--- config.mk ---
export PLATFORM = sky130hd
export DESIGN_NAME = supervision_timer
export DESIGN_NICKNAME = d
export VERILOG_FILES = /design/src/verilog/supervision_timer_pkg.sv /design/src/verilog/supervision_timer.sv
export SDC_FILE = /design/constraint.sdc
export NUM_CORES = 1
export LEC_CHECK = 0
export BUFFER_PORTS_ARGS = -buffer_cell sky130_fd_sc_hd__buf_2
export CORE_MARGIN = 2
export CORE_UTILIZATION = 40
export CTS_BUF_LIST = sky130_fd_sc_hd__clkbuf_2
export DETAILED_ROUTE_END_ITERATION = 16
export PLACE_DENSITY = 0.66
export SLEW_MARGIN = 20
export SYNTH_ARGS = -nofsm -noshare
export SYNTH_HDL_FRONTEND = slang
export SYNTH_SLANG_ARGS = --single-unit
--- constraint.sdc ---
create_clock -name pclk -period 2.7 [get_ports pclk]
set_input_delay 0.54 -clock pclk [delete_from_list [all_inputs] [get_ports pclk]]
set_output_delay 0.54 -clock pclk [all_outputs]
set_load 0.01 [all_outputs]
--- src/verilog/supervision_timer_pkg.sv ---
// supervision timer package: register layout, reset values, timing counts
// assumes a 25 MHz pclk and an apb slave with 32-bit data
package supervision_timer_pkg;
  // register byte offsets
  localparam logic [11:0] count_reg_off = 12'h000;
  localparam logic [11:0] status_reg_off = 12'h004;
  localparam logic [11:0] mask_reg_off = 12'h008;
  localparam logic [11:0] option_reg_off = 12'h00c;
  // field positions of the count register
  localparam int activate_pos = 0;
  localparam int soft_reset_pos = 1;
  localparam int countdown_lsb_pos = 7;
  localparam logic [7:0] count_reset_value = 8'hfe;
  // status bits
  localparam int st_expiry_pos = 0;
  localparam int st_soft_pos = 1;
  localparam int st_tick_pos = 2;
  localparam int status_width = 3;
  // option register bits
  localparam int opt_stop_pos = 0;
  // timing
  localparam int decrement_cycles = 3072;
  localparam int clk_period_ns = 40;
  localparam int reset_pulse_ns = 500;
  localparam int reset_pulse_cycles =
    (reset_pulse_ns + clk_period_ns - 1) / clk_period_ns;
  localparam int tick_width = 12;
  localparam int pulse_width = 5;

  typedef struct packed {
    logic sel;
    logic enable;
    logic write;
    logic [11:0] addr;
    logic [31:0] wdata;
  } apb_req_t;

  typedef struct packed {
    logic ready;
    logic slverr;
    logic [31:0] rdata;
  } apb_rsp_t;

  typedef enum logic [1:0] {
    st_idle = 2'b00,
    st_armed = 2'b01,
    st_reset = 2'b10
  } wd_state_t;
endpackage

--- src/verilog/supervision_timer.sv ---
// seven-bit supervision timer with apb registers and reset pulse generation
// assumes activation_option and stop pins arrive asynchronously
//
// How it works
// RULE1 - hardware option keeps the watchdog active, activate bit forced high
// RULE2 - under hardware option the read activate bit is not trustworthy
// RULE3 - software option: inactive after reset, activated by writing one
// RULE4 - once active, writes clearing the activate bit are ignored
// RULE5 - seven counter bits decrement once every 3072 clocks
// RULE6 - six countdown bits give 64 programmable timeout steps
// RULE7 - active and soft reset bit zero starts a 500ns reset pulse
// RULE8 - software refreshes the counter with FEh down to 02h
// RULE9 - each refresh keeps the soft reset bit at one
// RULE10 - writing soft reset bit zero while active resets at once
// RULE11 - timeout scales as value times 3072 clocks
// RULE12 - inactive under software option the counter runs as a timer
// RULE13 - software reads the timer twice and compares
// RULE14 - software option: if activate found set, write 0FDh to reset
// RULE15 - countdown bits are stored bit-reversed, activate at bit 0
// RULE16 - inactive, soft reset bit clearing causes no reset
// RULE17 - active with stop control, stop with nmi high freezes counter
// RULE18 - reset request is one registered pulse on pclk
`timescale 1ns/10ps
`default_nettype none

module supervision_timer
  import supervision_timer_pkg::*;
#(
  parameter int decrement_count = decrement_cycles
) (
  // apb
  input wire logic pclk,
  input wire logic presetn,
  input wire logic psel,
  input wire logic penable,
  input wire logic pwrite,
  input wire logic [11:0] paddr,
  input wire logic [31:0] pwdata,
  output logic pready,
  output logic pslverr,
  output logic [31:0] prdata,
  // option and stop inputs
  input wire logic activation_option,
  input wire logic external_stop_control_option,
  input wire logic stop_request,
  input wire logic nmi_pin,
  // outputs
  output logic reset_request,
  output logic reset_pin_n,
  output logic stop_granted,
  output logic irq
);

  apb_req_t req;
  apb_rsp_t rsp;
  logic [1:0] hw_opt_sync_reg;
  logic [1:0] stop_ctl_sync_reg;
  logic [1:0] stop_sync_reg;
  logic [1:0] nmi_sync_reg;
  logic [6:0] count_reg;
  logic active_reg;
  logic [tick_width-1:0] tick_reg;
  logic tick;
  logic frozen;
  logic wr_count;
  logic soft_clear;
  logic expire;
  logic reset_req_reg;
  logic [pulse_width-1:0] pulse_reg;
  wd_state_t state_reg;
  logic [status_width-1:0] status_reg;
  logic [status_width-1:0] mask_reg;
  logic [status_width-1:0] events;
  logic [31:0] rdata_reg;
  logic [6:0] count_next;
  logic start_reset;
  logic status_clear;
  logic mask_write;
  logic read_setup;

  // bit-reversed placement: bit 7 is counter lsb
  function automatic logic [7:0] pack_count(input logic [6:0] c,
                                            input logic act);
    logic [7:0] r;
    r = 8'h00;
    r[activate_pos] = act;
    r[soft_reset_pos] = c[6];
    for (int i = 0; i < 6; i++) begin
      r[countdown_lsb_pos - i] = c[i];
    end
    return r;
  endfunction

  function automatic logic [6:0] unpack_count(input logic [7:0] r);
    logic [6:0] c;
    c = 7'h00;
    c[6] = r[soft_reset_pos];
    for (int i = 0; i < 6; i++) begin
      c[i] = r[countdown_lsb_pos - i];
    end
    return c;
  endfunction

  // write access strobe for one register offset
  function automatic logic write_hit(input apb_req_t r,
                                     input logic [11:0] off);
    return r.sel && r.enable && r.write && r.addr == off;
  endfunction

  localparam logic [6:0] count_init = unpack_count(count_reset_value);

  assign req = '{sel: psel, enable: penable, write: pwrite,
                 addr: paddr, wdata: pwdata};
  assign rsp = '{ready: 1'b1, slverr: 1'b0, rdata: rdata_reg};
  assign pready = rsp.ready;
  assign pslverr = rsp.slverr;
  assign prdata = rsp.rdata;

  // input synchronisers, two flops each
  always_ff @(posedge pclk or negedge presetn) begin
    if (!presetn) begin
      hw_opt_sync_reg <= 2'b00;
    end else begin
      hw_opt_sync_reg <= {hw_opt_sync_reg[0], activation_option};
    end
  end

  always_ff @(posedge pclk or negedge presetn) begin
    if (!presetn) begin
      stop_ctl_sync_reg <= 2'b00;
    end else begin
      stop_ctl_sync_reg <= {stop_ctl_sync_reg[0],
                            external_stop_control_option};
    end
  end

  always_ff @(posedge pclk or negedge presetn) begin
    if (!presetn) begin
      stop_sync_reg <= 2'b00;
    end else begin
      stop_sync_reg <= {stop_sync_reg[0], stop_request};
    end
  end

  always_ff @(posedge pclk or negedge presetn) begin
    if (!presetn) begin
      nmi_sync_reg <= 2'b00;
    end else begin
      nmi_sync_reg <= {nmi_sync_reg[0], nmi_pin};
    end
  end

  assign wr_count = write_hit(req, count_reg_off);
  assign status_clear = write_hit(req, status_reg_off);
  assign mask_write = write_hit(req, mask_reg_off);
  assign read_setup = req.sel && !req.enable && !req.write;
  // freeze only when active, stop control on, stop with nmi high
  assign frozen = active_reg && stop_ctl_sync_reg[1] && stop_sync_reg[1] &&
                  nmi_sync_reg[1]; // RULE17
  assign stop_granted = frozen || (!active_reg && stop_sync_reg[1]);

  // prescaler of 3072 clocks
  always_ff @(posedge pclk or negedge presetn) begin
    if (!presetn) begin
      tick_reg <= '0;
    end else if (frozen) begin
      tick_reg <= tick_reg; // RULE17
    end else if (tick) begin
      tick_reg <= '0;
    end else begin
      tick_reg <= tick_reg + 1'b1;
    end
  end
  assign tick = !frozen &&
    tick_reg == tick_width'(decrement_count - 1); // RULE5 RULE11

  // activation
  always_ff @(posedge pclk or negedge presetn) begin
    if (!presetn) begin
      active_reg <= 1'b0; // RULE3
    end else if (hw_opt_sync_reg[1]) begin
      active_reg <= 1'b1; // RULE1
    end else if (wr_count && req.wdata[activate_pos]) begin
      active_reg <= 1'b1; // RULE3
    end // RULE4
  end

  // counter
  always_comb begin
    count_next = count_reg - 7'h01; // RULE5 RULE12
  end
  always_ff @(posedge pclk or negedge presetn) begin
    if (!presetn) begin
      count_reg <= count_init;
    end else if (wr_count) begin
      count_reg <= unpack_count(req.wdata[7:0]); // RULE6 RULE15
    end else if (tick) begin
      count_reg <= count_next;
    end
  end

  // reset request sources; inactive, soft bit has no reset effect
  assign soft_clear = wr_count && !req.wdata[soft_reset_pos] &&
                      active_reg; // RULE10 RULE16
  assign expire = tick && active_reg && !wr_count &&
                  count_reg[6] && !count_next[6]; // RULE7 RULE16

  // reset sequencer; events during the pulse are ignored
  assign start_reset = state_reg == st_idle && (soft_clear || expire);

  // one-cycle reset request
  always_ff @(posedge pclk or negedge presetn) begin
    if (!presetn) begin
      reset_req_reg <= 1'b0;
    end else begin
      reset_req_reg <= start_reset; // RULE18
    end
  end

  // pin-low length counter
  always_ff @(posedge pclk or negedge presetn) begin
    if (!presetn) begin
      pulse_reg <= '0;
    end else if (start_reset) begin
      pulse_reg <= pulse_width'(reset_pulse_cycles); // RULE7
    end else if (state_reg == st_reset) begin
      pulse_reg <= pulse_reg - 1'b1;
    end
  end

  // sequencer state
  always_ff @(posedge pclk or negedge presetn) begin
    if (!presetn) begin
      state_reg <= st_idle;
    end else begin
      case (state_reg)
        st_idle: begin
          if (start_reset) begin
            state_reg <= st_reset;
          end
        end
        st_reset: begin
          if (pulse_reg == pulse_width'(1)) begin
            state_reg <= st_idle;
          end
        end
        default: begin
          state_reg <= st_idle;
        end
      endcase
    end
  end
  assign reset_request = reset_req_reg;
  assign reset_pin_n = state_reg != st_reset;

  // sticky status, write one to clear, set wins
  assign events = {tick, soft_clear, expire};
  always_ff @(posedge pclk or negedge presetn) begin
    if (!presetn) begin
      status_reg <= '0;
    end else begin
      for (int i = 0; i < status_width; i++) begin
        if (events[i]) begin
          status_reg[i] <= 1'b1;
        end else if (status_clear && req.wdata[i]) begin
          status_reg[i] <= 1'b0;
        end
      end
    end
  end

  always_ff @(posedge pclk or negedge presetn) begin
    if (!presetn) begin
      mask_reg <= '0;
    end else if (mask_write) begin
      mask_reg <= req.wdata[status_width-1:0];
    end
  end
  assign irq = |(status_reg & mask_reg);

  // read data; activate bit reads the live active flag
  always_ff @(posedge pclk or negedge presetn) begin
    if (!presetn) begin
      rdata_reg <= '0;
    end else if (read_setup) begin
      case (req.addr)
        count_reg_off: // RULE2
          rdata_reg <= {24'h000000, pack_count(count_reg, active_reg)};
        status_reg_off:
          rdata_reg <= {29'h0, status_reg};
        mask_reg_off:
          rdata_reg <= {29'h0, mask_reg};
        option_reg_off:
          rdata_reg <= {30'h0, stop_ctl_sync_reg[1], hw_opt_sync_reg[1]};
        default:
          rdata_reg <= '0;
      endcase
    end
  end

endmodule // supervision_timer

`default_nettype wire

== After elaboration in Yosys (flattened, before gate mapping) ==
Index checks and enable logic that the tools add are counted.
Word-level totals
  flip-flop bits (word level): 74
  logic and storage cells: 87
  input bits: 53
  output and inout port bits: 38
Cells by class
  reductions and logical operators: 42
  multiplexer cells: 17
  $add $sub $neg: 3
  equal/unequal tests: 9
  bitwise logic cells: 1
Operator list (number)
  $pmux 8 s4: 1
  $eq 12x4->1 const B: 2
  $logic_and 1x1->1: 23
  $mux 7: 2
  $add 12x1->12 const B: 1
  $eq 12x12->1 const B: 1
  $eq 12x3->1 const B: 1
  $logic_not 12->1: 1
  $mux 12: 1
  $reduce_bool 2->1: 6
  $mux 5: 2
  $mux 1: 8
  $logic_not 1->1: 7
  $sub 7x1->7 const B: 1
  $eq 5x1->1 const B: 1
  $sub 5x1->5 const B: 1
  $mux 2: 2
  $ne 2x2->1 const B: 2
  $pmux 2 s2: 1
  $and 3x3->3: 1
  $reduce_or 3->1: 1
  $eq 2x2->1 const B: 1
  $logic_not 2->1: 1
  $logic_or 1x1->1: 2
  other kinds (2): 2

== Logic depth before layout (Yosys ltp) ==
  word-level depth: 13
  depth in mapped cells: 7
  depth with buffers taken out: 7

== Least setup slack after synthesis ==
Ideal clock, no wire load.
  path type: input to register
  from: input paddr[3]
  to: register pulse_reg[3]
  setup slack: 0.572 ns
  data arrival time: 2.004 ns
  data required time: 2.576 ns
  path buffers: 1
  setup time: 0.124 ns
  stages on the path: 6
  cell sequence: buf_2 -> or4_4 -> nor4_4 -> or4_4 -> nand2b_4 -> o31a_1
Between the ends
  longest elaborated chain between the ends: 9
  elaborated cells on any way between the ends: 12
  those cells by class: 1 x mux; 11 x reduce/logical
RTL lines
  from (decl): RTL line supervision_timer.sv:37  | input wire logic [11:0] paddr,
  $logic_not 12->1 *: RTL line supervision_timer.sv:107  | return r.sel && r.enable && r.write && r.addr == off;
  $logic_and 1x1->1 *: RTL line supervision_timer.sv:107
  $logic_not 1->1: RTL line supervision_timer.sv:205  | assign expire = tick && active_reg && !wr_count &&
  $logic_and 1x1->1 (2 in a row): RTL line supervision_timer.sv:205
  $logic_and 1x1->1: RTL line supervision_timer.sv:206  | count_reg[6] && !count_next[6];
  $logic_or 1x1->1 *: RTL line supervision_timer.sv:209  | assign start_reset = state_reg == st_idle && (soft_clear || expire);
  $logic_and 1x1->1 *: RTL line supervision_timer.sv:209
  $mux 5 or $reduce_bool 2->1 (tied branches)
  to (signal assigned): RTL line supervision_timer.sv:225  | pulse_reg <= pulse_width'(reset_pulse_cycles);
  to (signal assigned): RTL line supervision_timer.sv:227  | pulse_reg <= pulse_reg - 1'b1;
  to (decl): RTL line supervision_timer.sv:69  | logic [pulse_width-1:0] pulse_reg;
Mark *: on every way between the ends. The rest lies on a longest branch, timed or not.
A chain may end at the register's enable or synchronous reset.

== Final worst setup path ==
  from: register stop_ctl_sync_reg[1]
  to: register count_reg[1]
Between the ends
  longest elaborated chain between the ends: 6
RTL lines
  from (decl): RTL line supervision_timer.sv:57  | logic [1:0] stop_ctl_sync_reg;
  from (signal assigned): RTL line supervision_timer.sv:132  | stop_ctl_sync_reg <= {stop_ctl_sync_reg[0],
  $logic_and 1x1->1 (3 in a row): RTL line supervision_timer.sv:158  | assign frozen = active_reg && stop_ctl_sync_reg[1] && stop_sync_reg[1] &&
  $logic_not 1->1: RTL line supervision_timer.sv:174  | assign tick = !frozen &&
  $logic_and 1x1->1: RTL line supervision_timer.sv:174
  $reduce_bool 2->1 (no line)
  to (signal assigned): RTL line supervision_timer.sv:194  | count_reg <= count_init;
  to (signal assigned): RTL line supervision_timer.sv:196  | count_reg <= unpack_count(req.wdata[7:0]);
  to (signal assigned): RTL line supervision_timer.sv:198  | count_reg <= count_next;
  to (decl): RTL line supervision_timer.sv:60  | logic [6:0] count_reg;
Every way passes these cells.

==> out/metrics.csv <==
stage,metric,value,unit
status,status,finished clean,
final_layout,cell area after layout,2919,µm²
route,Vias,1850,
pwr,leak pwr,1.410,nW
pwr,logic gate share of total power,12.5,%
critical_path,FF-to-FF Start,stop_ctl_sync_reg[1]$_DFF_PN0_,
floorplan,core area,6350,µm²
route,wire per inst,13.43,µm
final_layout,Fillers,627,
cts,Clock Latency Late Sink,430,ps
sta,Fin. Hold Viols,0,
placement,Port Buffer Count,40,
cts,post-cts resize count,0,
yosys,YS warnings,0,
global_route,vias in the first global route,1771,
cts,clk root buf,clkbuf_2,
yosys,"EDFF count, synth",0,
cts,Inserted Clock Buffers,5,
route,Met1 Wirelength,2.205,mm
pwr,Clk network pwr share,31.4,%
cts,clk slew on worst S/H paths,250,ps
hold_path,WHS Path Cells,1,
final_layout,proportion of layout cells with a drive suffix above 1,29.11,%
final_layout,footprint of the multi-input gates,1212,µm²
final_layout,Total Nets Final,348,
sta,endpoints failing setup,0,
floorplan,DIE AREA,7239,µm²
cts,Clock H-tree levels,2,
pwr,sw frac,27.24,%
critical_path,register-to-register setup slack,410,ps
pwr,Seq pwr share,56.1,%
hold_path,min-delay worst type,input port to flop,
floorplan,Ports,91,
route,Met2 Wirelength,2.464,mm
critical_path,worst r2r path cells,5,
cts,CTS tree,done,
yosys,post-synth top area share,39.96,%
pwr,pwr dens,528.9,nW/µm²
critical_path,CP arrival,2660,ps
yosys,"Top FF cell, synth",dfrtp_1,
hold_path,worst hold start,activation_option,
route,DR top layer,met4,
critical_path,CP Capture Type,flop,
global_route,GRT overflow,0,
global_route,largest net degree at the start of global routing,20,
critical_path,Critical Path Start Type,flop,
floorplan,die height,85.09,µm
global_route,initial antenna violation count,0,
final_layout,synth-to-layout area growth,10.99,%
route,vias per cell,5.014,
route,Post-Route WL,4.957,mm
yosys,Mapped Area,2630,µm²
critical_path,WP data required,3070,ps
yosys,Area contributors post-synth,"dfrtp_1 (40%), buf_4 (7.7%), dfstp_2 (7.0%)",
sta,RSZ-0062 raised after global routing,false,
cts,Longest Clk Path Bufs,2,
yosys,count of cell types in the netlist,52,
sta,Setup WS post-layout,407.9,ps
critical_path,worst setup path start,stop_ctl_sync_reg[1]$_DFF_PN0_,
sta,setup tns final,0,ps
sta,max-slew violations,0,
cts,CTS sink cnt,49,
placement,dpl cell area,2819,µm²
placement,Routability Congestion,0.7919,
final_layout,ANT cells,0,
sta,Final Skew,12.17,ps
floorplan,Initial Util,41.42,%
floorplan,Die Wd,85.09,µm
route,drt initial violations,136,
route,DR pass1 iterations,6,
yosys,Post-Synthesis Cells,247,
placement,Post-DP HPWL,3.831,mm
hold_path,hold endpoint,hw_opt_sync_reg[0]$_DFF_PN0_,
yosys,"Avg Cell Area, Syn",10.65,µm²
flow_run,max cap viols,0,
critical_path,CP Class,flop to flop,
route,WL met3,241,µm
pwr,internal power,1.123,mW
final_layout,max reg flops,12,
sta,Tmin final,2292,ps
yosys,post-synthesis async set-or-reset flop share,100.0,%
yosys,post-synth top area cell,dfrtp_1,
pwr,worst-case vdd ir drop,434.8,µV
global_route,GRT Util Overall,14.51,%
yosys,Yosys reg bits,49,
route,DRC,0,
final_layout,Register Area,1235,µm²
sta,fmax,436.3,MHz
critical_path,CP max FO,9,
placement,Setup WS pre-CTS,364.8,ps
yosys,"Seq/Total Area, Yosys",46.96,%
global_route,first-pass GRT wire length,8.293,mm
critical_path,worst reg2reg path endpoint,count_reg[1]$_DFFE_PN1P_,
sta,Tcrit/Tclk final,84.89,%
pwr,Switching Power,0.4206,mW
route,antenna-violating nets left,0,
floorplan,Rows,29,
==> cell usage after synthesis (2+ instances only) <==
library cell   n
or3_1          4
or4_4          4
nand3_1        6
dfrtp_1       42
nor3_1        10
clkbuf_1       3
a21oi_1        2
a21o_2         2
nor4_4         2
and4_1         3
xor2_1         5
mux2i_1        3
o21ai_0        5
nand4_1        5
mux2_2         7
xnor2_1       12
dfstp_2        7
inv_1         10
conb_1         2
o31a_1         2
buf_2          2
a22o_1         6
ha_1           4
o41ai_1        4
nor2_1        14
o31ai_1        2
o21ai_1        3
nand2_1       26
buf_4         27
==> critical path: stages (launching register included) <==
cell and delay (ps):
dfrtp_1 470, and4_1 260, or4b_1 750, nor2_8 260, mux2_2 350, o21ai_0 150
==> how the worst max path moves through the flow <==
stage | end | slack [ps] | cells past startpoint
finish | count_reg[1]$_DFFE_PN1P_ | 410 | 5
global route | count_reg[1]$_DFFE_PN1P_ | 240 | 5
CTS | count_reg[1]$_DFFE_PN1P_ | 400 | 5
detailed placement | pulse_reg[4]$_DFFE_PN0P_ | 360 | 6
global placement | pulse_reg[4]$_DFFE_PN0P_ | 400 | 6
floorplan | pulse_reg[3]$_DFFE_PN0P_ | 570 | 6
==> placed cells by master (no fill, tap or decap), types with 2 or more instances in the layout <==
cell type  count
nand4_1        5
nor3_1        10
o21ai_1        3
o21ai_0        5
inv_1         10
a21oi_1        2
o41ai_1        4
or4_4          4
mux2_2         7
o31a_1         2
a21o_2         2
xor2_1         5
dfrtp_1       42
a22o_1         6
nor2_1        14
mux2i_1        3
bufinv_16      2
dfstp_2        7
conb_1        26
buf_2         40
nand2_1       26
ha_1           4
nor4_4         2
and4_1         3
nand3_1        6
xnor2_1       12
or3_1          4
o31ai_1        2
clkbuf_2       5
buf_4          5
==> area by class of cell <==
type	count	share of cell area, %
inverters	10	1.286
repair buffers	46	8.487
flip-flops and latches	49	42.31
clock buffers	5	0.8573
clock inverters	3	2.229
well taps	77	3.300
multi-input cells	179	41.53
==> routing by layer <==
layer	track usage [%]	vias up
met3	3.307	5
li1	-	902
met2	23.72	50
met4	5.195	0
met1	18.93	893
met5	0	-
==> metrics by stage <==
stage / power [mW] / hold WS [ps] / instances / util, %
floorplan: 1.024 / 244.4 / 271 / -
global placement: 1.063 / 333.0 / 360 / 44.39
detailed placement: 1.072 / 335.5 / 360 / 44.39
CTS: 1.562 / 177.2 / 369 / 45.97
global route: 1.630 / 136.1 / 369 / 45.97
finish: 1.544 / 190.0 / 369 / 45.97
==> kinds of logic (layout without fill, tap and decap cells) <==
family / count (synthesis) / in the layout / synth area share (%)
AND/OR/NAND/NOR: 88 / 88 / 20.98
multiplexers: 10 / 10 / 4.139
adder cells (fa/ha/maj): 4 / 4 / 1.903
AO/OA/AOI/OAI: 34 / 34 / 9.705
XOR/XNOR: 17 / 17 / 5.661
flip-flops: 49 / 49 / 46.96
other: 2 / 26 / 0.2855
buffers and inverters: 43 / 64 / 10.37
==> what timing repair did <==
item / in CTS / in global routing
hold buffers: 1 / 0
endpoints found under the hold margin: 8 / 0
endpoints found under the setup margin: 0 / 0
setup buffers: 0 / 0
==> power groups by stage <==
stage | sequential (mW) | combinational (mW) | clock, mW
6_report | 0.866 | 0.193 | 0.484
5_1_grt | 0.877 | 0.222 | 0.531
4_1_cts | 0.866 | 0.197 | 0.498
3_5_place_dp | 0.878 | 0.194 | 0
3_3_place_gp | 0.875 | 0.188 | 0
2_1_floorplan | 0.864 | 0.160 | 0
(Power assumes the default switching activity.)
